===== config.mk =====
export PLATFORM = sky130hd
export DESIGN_NAME = gpib_iface
export DESIGN_NICKNAME = d
export VERILOG_FILES = /design/src/gpib_iface_pkg.sv /design/src/gpib_iface.sv
export SDC_FILE = /design/constraint.sdc
export NUM_CORES = 1
export LEC_CHECK = 0
export BUFFER_PORTS_ARGS = -buffer_cell sky130_fd_sc_hd__buf_4
export CELL_PAD_IN_SITES_DETAIL_PLACEMENT = 1
export CELL_PAD_IN_SITES_GLOBAL_PLACEMENT = 2
export CORE_MARGIN = 5
export CORE_UTILIZATION = 30
export DETAILED_ROUTE_END_ITERATION = 8
export PLACE_DENSITY_LB_ADDON = 0.1
export SYNTH_ARGS = -nofsm -noshare
export SYNTH_HDL_FRONTEND = slang
export SYNTH_SLANG_ARGS = --single-unit

===== constraint.sdc =====
create_clock -name clk -period 2.2 [get_ports clk]
set_input_delay 0.44 -clock clk [delete_from_list [all_inputs] [get_ports clk]]
set_output_delay 0.44 -clock clk [all_outputs]
set_load 0.05 [all_outputs]

===== src/gpib_iface_pkg.sv =====
// Purpose: Shared constants and enumerations for the bus listen/talk interface
// Assumes: 100 MHz clk, AHB-Lite register access, 32-bit data
// Notes:   Bus command codes are 7-bit values; bit 7 of a command byte is ignored

package gpib_iface_pkg;

	// ----------------------------------------------------------------
	// Register map (byte addresses)
	// ----------------------------------------------------------------
	localparam logic [7:0] CTRL_OFF   = 8'h00;
	localparam logic [7:0] STATUS_OFF = 8'h04;
	localparam logic [7:0] RXDATA_OFF = 8'h08;

	// Control register fields
	localparam int         CTRL_ADDR_LSB = 0;
	localparam int         CTRL_ADDR_W   = 5;
	localparam int         CTRL_EN_BIT   = 8;
	localparam logic [4:0] ADDR_RST      = 5'h01;
	localparam logic       ENABLE_RST    = 1'b1;

	// Status register fields
	localparam int STAT_MEM_LSB  = 0;
	localparam int STAT_POLL_BIT = 2;
	localparam int STAT_LSEL_BIT = 3;
	localparam int STAT_TSEL_BIT = 4;
	localparam int STAT_CMD_LSB  = 8;

	// AHB encodings
	localparam logic [2:0] HSIZE_WORD = 3'h2;

	// ----------------------------------------------------------------
	// Bus commands
	// ----------------------------------------------------------------
	localparam logic [1:0] GRP_LISTEN = 2'h1;
	localparam logic [1:0] GRP_TALK   = 2'h2;
	localparam logic [6:0] CMD_UNL    = 7'h3F;
	localparam logic [6:0] CMD_UNT    = 7'h5F;
	localparam logic [6:0] CMD_SPE    = 7'h18;
	localparam logic [6:0] CMD_SPD    = 7'h19;

	// Remembered interface state
	typedef enum logic [1:0] {
		MEM_IDLE,
		MEM_LISTEN,
		MEM_TALK,
		MEM_POLL
	} mem_e;

	// Bus handshake sequencer
	typedef enum logic [3:0] {
		HS_OFF,
		HS_L_WAIT,
		HS_L_READY,
		HS_L_GRAB,
		HS_L_ACCEPT,
		HS_T_WAIT,
		HS_T_VALID,
		HS_T_SENT,
		HS_T_GAP
	} hs_e;

endpackage


===== src/gpib_iface.sv =====
// Purpose: Listen/talk/poll interface between a three-wire handshake bus and a peripheral
// Assumes: All bus lines are open-drain, low true; peripheral strobes are levels
// Notes:   Every bus pin and peripheral strobe passes a two-stage synchroniser first

`timescale 1ns/1ps
`default_nettype none

// Notes on behaviour
// - ATN low makes the interface at once ready to accept command bytes.
// - Under ATN every controller byte is handshaken and passed to the decoder.
// - A valid decoded address is remembered and taken on when ATN releases.
// - After power-up the remembered state is IDLE.
// - Own talk address selects TALK, listen address LISTEN, SPE selects POLL from IDLE.
// - UNLISTEN or SPD under ATN returns the matching state to IDLE; UNTALK returns to POLL if a poll is recorded, else IDLE.
// - IFC low forces IDLE from any state.
// - LISTEN with ATN high raises listen_select and joins peripheral strobes in.
// - While peripheral_hold is set wait; once clear, release NRFD high.
// - DAV low during listening raises capture_strobe for the peripheral.
// - capture_done from the peripheral releases NDAC high.
// - After acceptance the interface pulls NDAC low again for the next byte.
// - UNLISTEN returns memory from LISTEN to IDLE; listen_select already dropped when ATN went low.
// - Under ATN all peripheral handshake inputs are ignored.
// - ATN release with TALK remembered raises talk_select.
// - Data drivers and talk handshake work only while talk_select is set.
// - DAV is pulled low only when NRFD is high and byte_ready is set.
// - NDAC high in talking returns DAV high, then pulses byte_sent.
// - SPE records a poll in progress and raises poll_active.
// - While service_request_in is set the SRQ line is pulled low.
module gpib_iface (
	input  wire logic        clk,
	input  wire logic        rst_n,
	// AHB-Lite slave
	input  wire logic        hsel,
	input  wire logic [31:0] haddr,
	input  wire logic [1:0]  htrans,
	input  wire logic        hwrite,
	input  wire logic [2:0]  hsize,
	input  wire logic [31:0] hwdata,
	input  wire logic        hready,
	output logic             hreadyout,
	output logic             hresp,
	output logic [31:0]      hrdata,
	// Bus control inputs, low true
	input  wire logic        atn_n,
	input  wire logic        ifc_n,
	// Bus open-drain lines, low true
	input  wire logic        dav_n_in,
	output logic             dav_n_out,
	output logic             dav_n_oe,
	input  wire logic        nrfd_n_in,
	output logic             nrfd_n_out,
	output logic             nrfd_n_oe,
	input  wire logic        ndac_n_in,
	output logic             ndac_n_out,
	output logic             ndac_n_oe,
	input  wire logic [7:0]  dio_n_in,
	output logic [7:0]       dio_n_out,
	output logic             dio_n_oe,
	output logic             srq_n_out,
	output logic             srq_n_oe,
	// Peripheral side
	output logic             listen_select,
	output logic             talk_select,
	output logic             poll_active,
	output logic [7:0]       in_data,
	output logic             capture_strobe,
	input  wire logic        capture_done,
	input  wire logic        peripheral_hold,
	input  wire logic [7:0]  out_data,
	input  wire logic        byte_ready,
	output logic             byte_sent,
	input  wire logic        service_request_in
);

	// ----------------------------------------------------------------
	// State
	// ----------------------------------------------------------------
	typedef struct packed {
		logic [1:0]          atn_s;
		logic [1:0]          ifc_s;
		logic [1:0]          dav_s;
		logic [1:0]          nrfd_s;
		logic [1:0]          ndac_s;
		logic [1:0]          hold_s;
		logic [1:0]          done_s;
		logic [1:0]          ready_s;
		logic [1:0]          srq_s;
		logic [7:0]          dio_s1;
		logic [7:0]          dio_s2;
		gpib_iface_pkg::mem_e mem;
		logic                poll;
		gpib_iface_pkg::hs_e  hs;
		logic [7:0]          rx_data;
		logic [7:0]          last_cmd;
		logic                grab;
		logic                sent;
		logic                lsel;
		logic                tsel;
		logic                srq_pull;
		logic                dav_pull;
		logic                nrfd_pull;
		logic                ndac_pull;
		logic [7:0]          dio_val;
		logic [4:0]          my_addr;
		logic                enable;
		logic                wr_ctrl;
		logic [31:0]         rdata;
	} state_s;

	state_s r;
	state_s n;

	// Synchronised views, asserted-high
	logic       atn_a;
	logic       ifc_a;
	logic       dav_a;
	logic       nrfd_hi;
	logic       ndac_hi;
	logic       hold_a;
	logic       done_a;
	logic       ready_a;
	logic       listen_on;
	logic       talk_on;
	logic       bus_take;
	logic [6:0] cmd;

	assign atn_a     = ~r.atn_s[1];
	assign ifc_a     = ~r.ifc_s[1];
	assign dav_a     = ~r.dav_s[1];
	assign nrfd_hi   = r.nrfd_s[1];
	assign ndac_hi   = r.ndac_s[1];
	assign hold_a    = r.hold_s[1];
	assign done_a    = r.done_s[1];
	assign ready_a   = r.ready_s[1];
	assign listen_on = r.enable && !atn_a && (r.mem == gpib_iface_pkg::MEM_LISTEN);
	assign talk_on   = r.enable && !atn_a && (r.mem == gpib_iface_pkg::MEM_TALK);
	assign bus_take  = hsel && hready && htrans[1] && (hsize == gpib_iface_pkg::HSIZE_WORD);
	assign cmd       = r.rx_data[6:0];

	// ----------------------------------------------------------------
	// Next-state logic
	// ----------------------------------------------------------------
	always_comb begin
		n = r;

		// Two-stage synchronisers; only stage 1 reads stage 0
		n.atn_s   = {r.atn_s[0], atn_n};
		n.ifc_s   = {r.ifc_s[0], ifc_n};
		n.dav_s   = {r.dav_s[0], dav_n_in};
		n.nrfd_s  = {r.nrfd_s[0], nrfd_n_in};
		n.ndac_s  = {r.ndac_s[0], ndac_n_in};
		n.hold_s  = {r.hold_s[0], peripheral_hold};
		n.done_s  = {r.done_s[0], capture_done};
		n.ready_s = {r.ready_s[0], byte_ready};
		n.srq_s   = {r.srq_s[0], service_request_in};
		n.dio_s1  = dio_n_in;
		n.dio_s2  = r.dio_s1;

		// Handshake sequencer
		case (r.hs)
			gpib_iface_pkg::HS_OFF: begin
				if (r.enable && (atn_a || listen_on)) begin
					n.hs = gpib_iface_pkg::HS_L_WAIT;
				end else if (talk_on) begin
					n.hs = gpib_iface_pkg::HS_T_WAIT;
				end
			end
			gpib_iface_pkg::HS_L_WAIT: begin
				// Hold is only looked at while ATN is high
				if (atn_a || (listen_on && !hold_a)) begin
					n.hs = gpib_iface_pkg::HS_L_READY;
				end else if (!listen_on) begin
					n.hs = gpib_iface_pkg::HS_OFF;
				end
			end
			gpib_iface_pkg::HS_L_READY: begin
				if (!atn_a && !listen_on) begin
					n.hs = gpib_iface_pkg::HS_OFF;
				end else if (dav_a) begin
					n.hs      = gpib_iface_pkg::HS_L_GRAB;
					n.rx_data = ~r.dio_s2;                                 // Lines are low true
				end else if (!atn_a && hold_a) begin
					n.hs = gpib_iface_pkg::HS_L_WAIT;
				end
			end
			gpib_iface_pkg::HS_L_GRAB: begin
				if (atn_a) begin
					n.hs       = gpib_iface_pkg::HS_L_ACCEPT;
					n.last_cmd = r.rx_data;
				end else if (!listen_on) begin
					n.hs = gpib_iface_pkg::HS_OFF;
				end else if (done_a) begin
					n.hs = gpib_iface_pkg::HS_L_ACCEPT;
				end
			end
			gpib_iface_pkg::HS_L_ACCEPT: begin
				// Re-arm NDAC once the talker withdraws DAV
				if (!dav_a) begin
					n.hs = gpib_iface_pkg::HS_L_WAIT;
				end
			end
			gpib_iface_pkg::HS_T_WAIT: begin
				if (atn_a) begin
					n.hs = gpib_iface_pkg::HS_L_WAIT;
				end else if (!talk_on) begin
					n.hs = gpib_iface_pkg::HS_OFF;
				end else if (nrfd_hi && ready_a) begin
					n.hs = gpib_iface_pkg::HS_T_VALID;
				end
			end
			gpib_iface_pkg::HS_T_VALID: begin
				if (atn_a) begin
					n.hs = gpib_iface_pkg::HS_L_WAIT;
				end else if (ndac_hi) begin
					n.hs = gpib_iface_pkg::HS_T_SENT;
				end
			end
			gpib_iface_pkg::HS_T_SENT: begin
				n.hs = gpib_iface_pkg::HS_T_GAP;
			end
			gpib_iface_pkg::HS_T_GAP: begin
				// Wait for the peripheral to drop byte_ready before the next byte
				if (atn_a) begin
					n.hs = gpib_iface_pkg::HS_L_WAIT;
				end else if (!ready_a || !talk_on) begin
					n.hs = gpib_iface_pkg::HS_T_WAIT;
				end
			end
			default: begin
				n.hs = gpib_iface_pkg::HS_OFF;
			end
		endcase

		// Command decode on each byte accepted under ATN
		if (r.hs == gpib_iface_pkg::HS_L_GRAB && atn_a) begin
			if (cmd == {gpib_iface_pkg::GRP_LISTEN, r.my_addr}) begin
				n.mem = gpib_iface_pkg::MEM_LISTEN;
			end else if (cmd == {gpib_iface_pkg::GRP_TALK, r.my_addr}) begin
				n.mem = gpib_iface_pkg::MEM_TALK;
			end else if (cmd == gpib_iface_pkg::CMD_UNL) begin
				if (r.mem == gpib_iface_pkg::MEM_LISTEN) begin
					n.mem = gpib_iface_pkg::MEM_IDLE;
				end
			end else if (cmd == gpib_iface_pkg::CMD_SPE) begin
				n.poll = 1'b1;
				if (r.mem == gpib_iface_pkg::MEM_IDLE) begin
					n.mem = gpib_iface_pkg::MEM_POLL;
				end
			end else if (cmd == gpib_iface_pkg::CMD_SPD) begin
				n.poll = 1'b0;
				if (r.mem == gpib_iface_pkg::MEM_POLL) begin
					n.mem = gpib_iface_pkg::MEM_IDLE;
				end
			end else if (cmd[6:5] == gpib_iface_pkg::GRP_TALK
					&& r.mem == gpib_iface_pkg::MEM_TALK) begin
				// Untalk, or another talk address taken as an implied untalk
				n.mem = r.poll ? gpib_iface_pkg::MEM_POLL : gpib_iface_pkg::MEM_IDLE;
			end
		end

		// Interface clear and disable override everything
		if (ifc_a || !r.enable) begin
			n.mem  = gpib_iface_pkg::MEM_IDLE;
			n.poll = 1'b0;
			n.hs   = gpib_iface_pkg::HS_OFF;
		end

		// Registered pin and peripheral drives; the handshake pulls and capture_strobe are derived from the next state
		n.nrfd_pull = (n.hs == gpib_iface_pkg::HS_L_WAIT) || (n.hs == gpib_iface_pkg::HS_L_GRAB)
			|| (n.hs == gpib_iface_pkg::HS_L_ACCEPT);
		n.ndac_pull = (n.hs == gpib_iface_pkg::HS_L_WAIT) || (n.hs == gpib_iface_pkg::HS_L_READY)
			|| (n.hs == gpib_iface_pkg::HS_L_GRAB);
		n.dav_pull  = (n.hs == gpib_iface_pkg::HS_T_VALID);
		n.grab      = (n.hs == gpib_iface_pkg::HS_L_GRAB) && !atn_a;
		n.sent      = (r.hs == gpib_iface_pkg::HS_T_SENT);
		n.lsel      = listen_on && !ifc_a;
		n.tsel      = talk_on && !ifc_a;
		n.dio_val   = ~out_data;
		n.srq_pull  = r.srq_s[1];

		// AHB-Lite data phase write, then address phase capture
		if (r.wr_ctrl) begin
			n.my_addr = hwdata[gpib_iface_pkg::CTRL_ADDR_LSB +: gpib_iface_pkg::CTRL_ADDR_W];
			n.enable  = hwdata[gpib_iface_pkg::CTRL_EN_BIT];
		end
		n.wr_ctrl = bus_take && hwrite && (haddr[7:0] == gpib_iface_pkg::CTRL_OFF) && (haddr[31:8] == 24'h000000);
		if (bus_take && !hwrite) begin
			n.rdata = 32'h00000000;                                          // Unmapped reads as zero
			if (haddr[31:8] == 24'h000000) begin
				case (haddr[7:0])
					gpib_iface_pkg::CTRL_OFF: begin
						n.rdata[gpib_iface_pkg::CTRL_ADDR_LSB +: gpib_iface_pkg::CTRL_ADDR_W] = r.my_addr;
						n.rdata[gpib_iface_pkg::CTRL_EN_BIT] = r.enable;
					end
					gpib_iface_pkg::STATUS_OFF: begin
						n.rdata[gpib_iface_pkg::STAT_MEM_LSB +: 2] = r.mem;
						n.rdata[gpib_iface_pkg::STAT_POLL_BIT]     = r.poll;
						n.rdata[gpib_iface_pkg::STAT_LSEL_BIT]     = r.lsel;
						n.rdata[gpib_iface_pkg::STAT_TSEL_BIT]     = r.tsel;
						n.rdata[gpib_iface_pkg::STAT_CMD_LSB +: 8] = r.last_cmd;
					end
					gpib_iface_pkg::RXDATA_OFF: begin
						n.rdata[7:0] = r.rx_data;
					end
					default: begin
						n.rdata = 32'h00000000;
					end
				endcase
			end
		end
	end

	// ----------------------------------------------------------------
	// State register
	// ----------------------------------------------------------------
	// Idle lines reset high so no false edge is seen after reset
	always_ff @(posedge clk or negedge rst_n) begin
		if (!rst_n) begin
			r          <= '0;
			r.atn_s    <= 2'h3;
			r.ifc_s    <= 2'h3;
			r.dav_s    <= 2'h3;
			r.nrfd_s   <= 2'h3;
			r.ndac_s   <= 2'h3;
			r.dio_s1   <= 8'hFF;
			r.dio_s2   <= 8'hFF;
			r.mem      <= gpib_iface_pkg::MEM_IDLE;
			r.hs       <= gpib_iface_pkg::HS_OFF;
			r.dio_val  <= 8'hFF;
			r.my_addr  <= gpib_iface_pkg::ADDR_RST;
			r.enable   <= gpib_iface_pkg::ENABLE_RST;
		end else begin
			r <= n;
		end
	end

	// ----------------------------------------------------------------
	// Outputs
	// ----------------------------------------------------------------
	// Open-drain pins only ever pull low
	assign dav_n_out      = 1'b0;
	assign dav_n_oe       = r.dav_pull;
	assign nrfd_n_out     = 1'b0;
	assign nrfd_n_oe      = r.nrfd_pull;
	assign ndac_n_out     = 1'b0;
	assign ndac_n_oe      = r.ndac_pull;
	assign srq_n_out      = 1'b0;
	assign srq_n_oe       = r.srq_pull;
	assign dio_n_out      = r.dio_val;
	assign dio_n_oe       = r.tsel;
	assign listen_select  = r.lsel;
	assign talk_select    = r.tsel;
	assign poll_active    = r.poll;
	assign in_data        = r.rx_data;
	assign capture_strobe = r.grab;
	assign byte_sent      = r.sent;
	assign hreadyout      = 1'b1;                                             // Zero wait states
	assign hresp          = 1'b0;
	assign hrdata         = r.rdata;
endmodule

`default_nettype wire


=== Yosys cells after proc, flatten, opt, wreduce, memory -nomap -nowiden ===
Cells that the tools add are included.

* Output and inout bits: 64
* Word-level logic and storage cells: 151
* Register bits: 112
* Bits of input ports: 99

* Multiplexer cells: 40
* Reduce and logical (&&, ||, !) cells: 45
* Bitwise gates (word level): 6
* Equality and inequality tests: 31

{| class="wikitable"
|+ Operator list
! cell !! number
|-
| two-way mux 4 bit || 18
|-
| case mux 4 bit (9 select lines) || 1
|-
| == test 4 x 3 -> 1 bit (second input constant) || 6
|-
| zero test 24 bit || 1
|-
| logical AND 1 bit || 20
|-
| two-way mux 2 bit || 9
|-
| == test 4 x 2 -> 1 bit (second input constant) || 4
|-
| two-way mux 16 bit || 1
|-
| NOT 8 bit || 2
|-
| case mux 5 bit (3 select lines) || 1
|-
| == test 7 x 5 -> 1 bit (second input constant) || 2
|-
| two-way mux 7 bit || 2
|-
| AND reduction 5 bit || 2
|-
| two-way mux 3 bit || 3
|-
| == test 4 x 1 -> 1 bit (second input constant) || 2
|-
| == test 8 x 3 -> 1 bit (second input constant) || 1
|-
| == test 8 x 4 -> 1 bit (second input constant) || 1
|-
| zero test 8 bit || 1
|-
| logical OR 1 bit || 8
|-
| == test 7 x 6 -> 1 bit || 1
|-
| == test 7 x 6 -> 1 bit (second input constant) || 1
|-
| == test 7 bit || 1
|-
| != test 7 x 5 -> 1 bit (second input constant) || 1
|-
| nonzero test 7 bit || 1
|-
| 17 further kinds || 32
|}

=== Logic depth before layout (Yosys ltp) ===
* Word-level depth: 13
* Mapped depth: 8
* Gate-level depth less buffers: 6

=== Least setup slack after synthesis ===
Ideal clock, no wire load.

* Kind: in2reg
* From: input port haddr[5]
* To: register r (netlist bit hrdata[10])
* Data required time: 2134 ps
* Data arrival time: 1923 ps
* Buffers on the path: 0
* Library setup time: 66 ps
* Setup slack: 211 ps
* Stages on the path: 6
* Cells stage by stage: nor4_1 > nand2_1 > or3_4 > or2_4 > nor3b_4 > a22o_1

* Word-level cells in the longest chain between the ends: 3

{| class="wikitable"
|+ Ends and longest elaborated chain
! what !! line !! source
|-
| from (decl) || gpib_iface.sv:34 || <nowiki>input wire logic [31:0] haddr,</nowiki>
|-
| == test 8 x 3 -> 1 bit || gpib_iface.sv:290 || <nowiki>case (haddr[7:0])</nowiki>
|-
| two-way mux 7 bit || gpib_iface.sv:290 ||
|-
| two-way mux 16 bit || gpib_iface.sv:289 || <nowiki>if (haddr[31:8] == 24'h000000) begin</nowiki>
|-
| to (signal assigned) || gpib_iface.sv:333 || <nowiki>r <= n;</nowiki>
|-
| to (decl) || gpib_iface.sv:110 || <nowiki>state_s r;</nowiki>
|}

No other way between the ends.
A chain may end at the register's enable or synchronous reset.

==> impl_metrics.ini <==
[outcome]
outcome = finished, final reports clean

[timing]
period_minus_slack_ns = 2.05
fin_crit_sh = 0.930
drv_slew = 0
worst-slew-pin-transition_ns = 0.574
hold_viol_final = 0
max_clock_freq_ghz = 0.489
finClkSkew_ns = 0.00763
setup_ws_ns = 0.154
setup_viol_count_final = 0
slew_headroom = 0.617
rsz0062_at_grt = false

[global_route]
overflow = 0
grt_first_pass_wirelength_mm = 17.5
antenna_found_initial = 0
track_usage = 0.136
grt_pass1_vias = 3316
grt_max_degree = 42

[route]
wire_per_inst_um = 16.4
ant_nets = 0
drtIter0Drc = 119
drt_wl_total_mm = 10.8
drc = 0
vias_per_cell = 4.60
via_count = 3038
first_pass_iters = 4

[yosys]
synthesis.area_sq_um = 4310
synth_warnings = 0
synth_edf_count = 0
ys_seq_area_frac = 0.567
synth_ff_type = dfrtp_1
ys_async_sr_fraction = 1.00
synth_cells = 380
synth.avg_cell_area_sq_um = 11.4
ys_types = 50
ys_seq_elements = 96

[pwr]
p_leak_nw = 2.65
p_per_area_nw_per_um2 = 658
vdd_drop_max_mv = 0.564

[worst_setup_path]
cp_max_fo = 7
start_kind = flip-flop
worstPathArrival_ns = 2.32
cp.required_ns = 2.47
critPathCaptureType = flip-flop
crit_type = reg2reg

[finish]
fin_util = 0.389
antennaDiodeCount = 0
layout_common_cells = buf_4, dfrtp_1, dfstp_2
layout_commonest_cell = buf_4
syn2layout_area_growth_pct = 26.2
fillers = 1575
drive_above_1_share = 0.431
num-nets-final = 574

[floorplan]
rows = 43
die_width_um = 130
fp.dieArea_sq_um = 16900
core_sq_um = 14000
die_y_um = 130
start_util = 0.308
ioPinCount = 163

[placed_design]
gp_congestion = 0.809
dp_slack_ns = -0.174
dpl.hpwl_mm = 8.25
port_buffers = 113

[cts]
clk_pin_slew_ns = 0.07
cts.sinks = 96
cts-root-buf = clkbuf_16
cts_buffers = 9
tritoncts = yes
htreeDepth = 3
clock_path_buffers = 2
insertion_delay_ns = 0.35

[job]
cap_viol_max_count = 0

[worst_hold_path]
hp-class = in2async
-- area by class of cell --
type | instances | area [sq um] | share of cell area
Sequential cell | 96 | 2450 | 0.450
Multi-Input combinational cell | 216 | 1410 | 0.259
Timing Repair Buffer | 136 | 1030 | 0.190
Clock buffer | 11 | 233 | 0.0427
Tap cell | 180 | 225 | 0.0414
Inverter | 16 | 60.1 | 0.0110
Clock inverter | 5 | 36.3 | 0.00666
-- synth_stat cells, types with 2 or more instances --
master,instances,share of area
a2111oi_0,2,0.0041
a21oi_1,19,0.022
a22o_1,15,0.030
a31oi_1,2,0.0029
and3_1,4,0.0058
and3b_1,3,0.0061
buf_1,2,0.0017
buf_2,2,0.0023
buf_4,55,0.096
clkbuf_1,13,0.011
conb_1,2,0.0017
dfrtp_1,60,0.35
dfstp_2,36,0.22
inv_1,16,0.014
mux2_2,13,0.034
mux2i_1,8,0.019
nand2_1,21,0.018
nand2b_1,5,0.0073
nand3_1,4,0.0046
nand3b_1,2,0.0035
nand4_1,3,0.0044
nor2_1,20,0.017
nor2b_1,5,0.0073
nor3_1,10,0.012
nor3b_1,3,0.0052
nor4_1,12,0.017
o21ai_0,13,0.015
o41ai_1,2,0.0041
xor2_1,7,0.014
-- routing by layer --
layer,vias up,wire (um),global-route usage
met3,8,682,0.0426
met4,0,160,0.0458
met2,83,5200,0.221
li1,1441,-,-
met1,1506,4780,0.172
met5,-,0,0
-- through the flow --
stage | instances | power, mW | setup TNS, ns | instance area [sq um] | hold WS (ns)
2_1_floorplan | 400 | 2.05 | 0 | 4390 | 0.144
3_3_place_gp | 644 | 2.17 | -0.902 | 5170 | 0.333
3_5_place_dp | 644 | 2.18 | -1.73 | 5170 | 0.336
4_1_cts | 660 | 3.65 | 0 | 5440 | 0.0964
5_1_grt | 660 | 3.75 | 0 | 5450 | 0.117
6_report | 660 | 3.58 | 0 | 5450 | 0.0795
-- kinds of logic after synthesis --
kind of cell / count (synthesis) / share of synthesized area
AO/OA/AOI/OAI: 65 / 0.110
XOR/XNOR: 7 / 0.0142
buffers and inverters: 88 / 0.125
flip-flops: 96 / 0.567
multiplexers: 21 / 0.0525
other: 2 / 0.00174
AND/OR/NAND/NOR: 101 / 0.129
-- registers in the layout, summed over array words and instances (netlist names) --
register        flops
capture_strobe      1
ndac_n_oe           1
in_data             8
poll_active         1
byte_sent           1
done_a              1
listen_select       1
nrfd_hi             1
hrdata             16
nrfd_n_oe           1
srq_n_oe            1
ndac_hi             1
dio_n_out           8
dav_n_oe            1
n                  18
dio_n_oe            1
r                  33
hold_a              1
-- final timing paths --
path	endpoint	from	slack, ns	cells past startpoint
worst min register to register	hold_a	n[101]	0.35	0
worst min-delay path	hrdata[8]	rst_n	0.08	1
max in group asynchronous	n[105]	rst_n	1.40	2
min in group clk	dio_n_out[0]	out_data[0]	0.19	2
worst max-delay path	nrfd_n_oe	r[111]	0.15	6
worst max register to register	nrfd_n_oe	r[111]	0.15	6
-- timing repair --
item                                    4_1_cts  5_1_grt
endpoints found under the setup margin        0        3
buffers inserted                              0        0
resized for setup                             0        4
hold buffers                                  0        0
hold endpoints to repair                      0        0
-- worst max-delay path, stage by stage, from the launching register on --
cell and delay, ns:
dfstp_2 0.60, inv_1 0.08, o41ai_1 0.37, o21ai_0 0.19, a2111oi_4 0.36, buf_4 0.19, mux2i_1 0.18
-- power by group --
group,leakage (nW),switching (mW),internal (mW)
registers,1.19,0.0162,1.83
logic,1.33,0.190,0.110
clock network,0.133,0.671,0.769
total,2.65,0.876,2.71
Power figures use the tool's default switching activity.
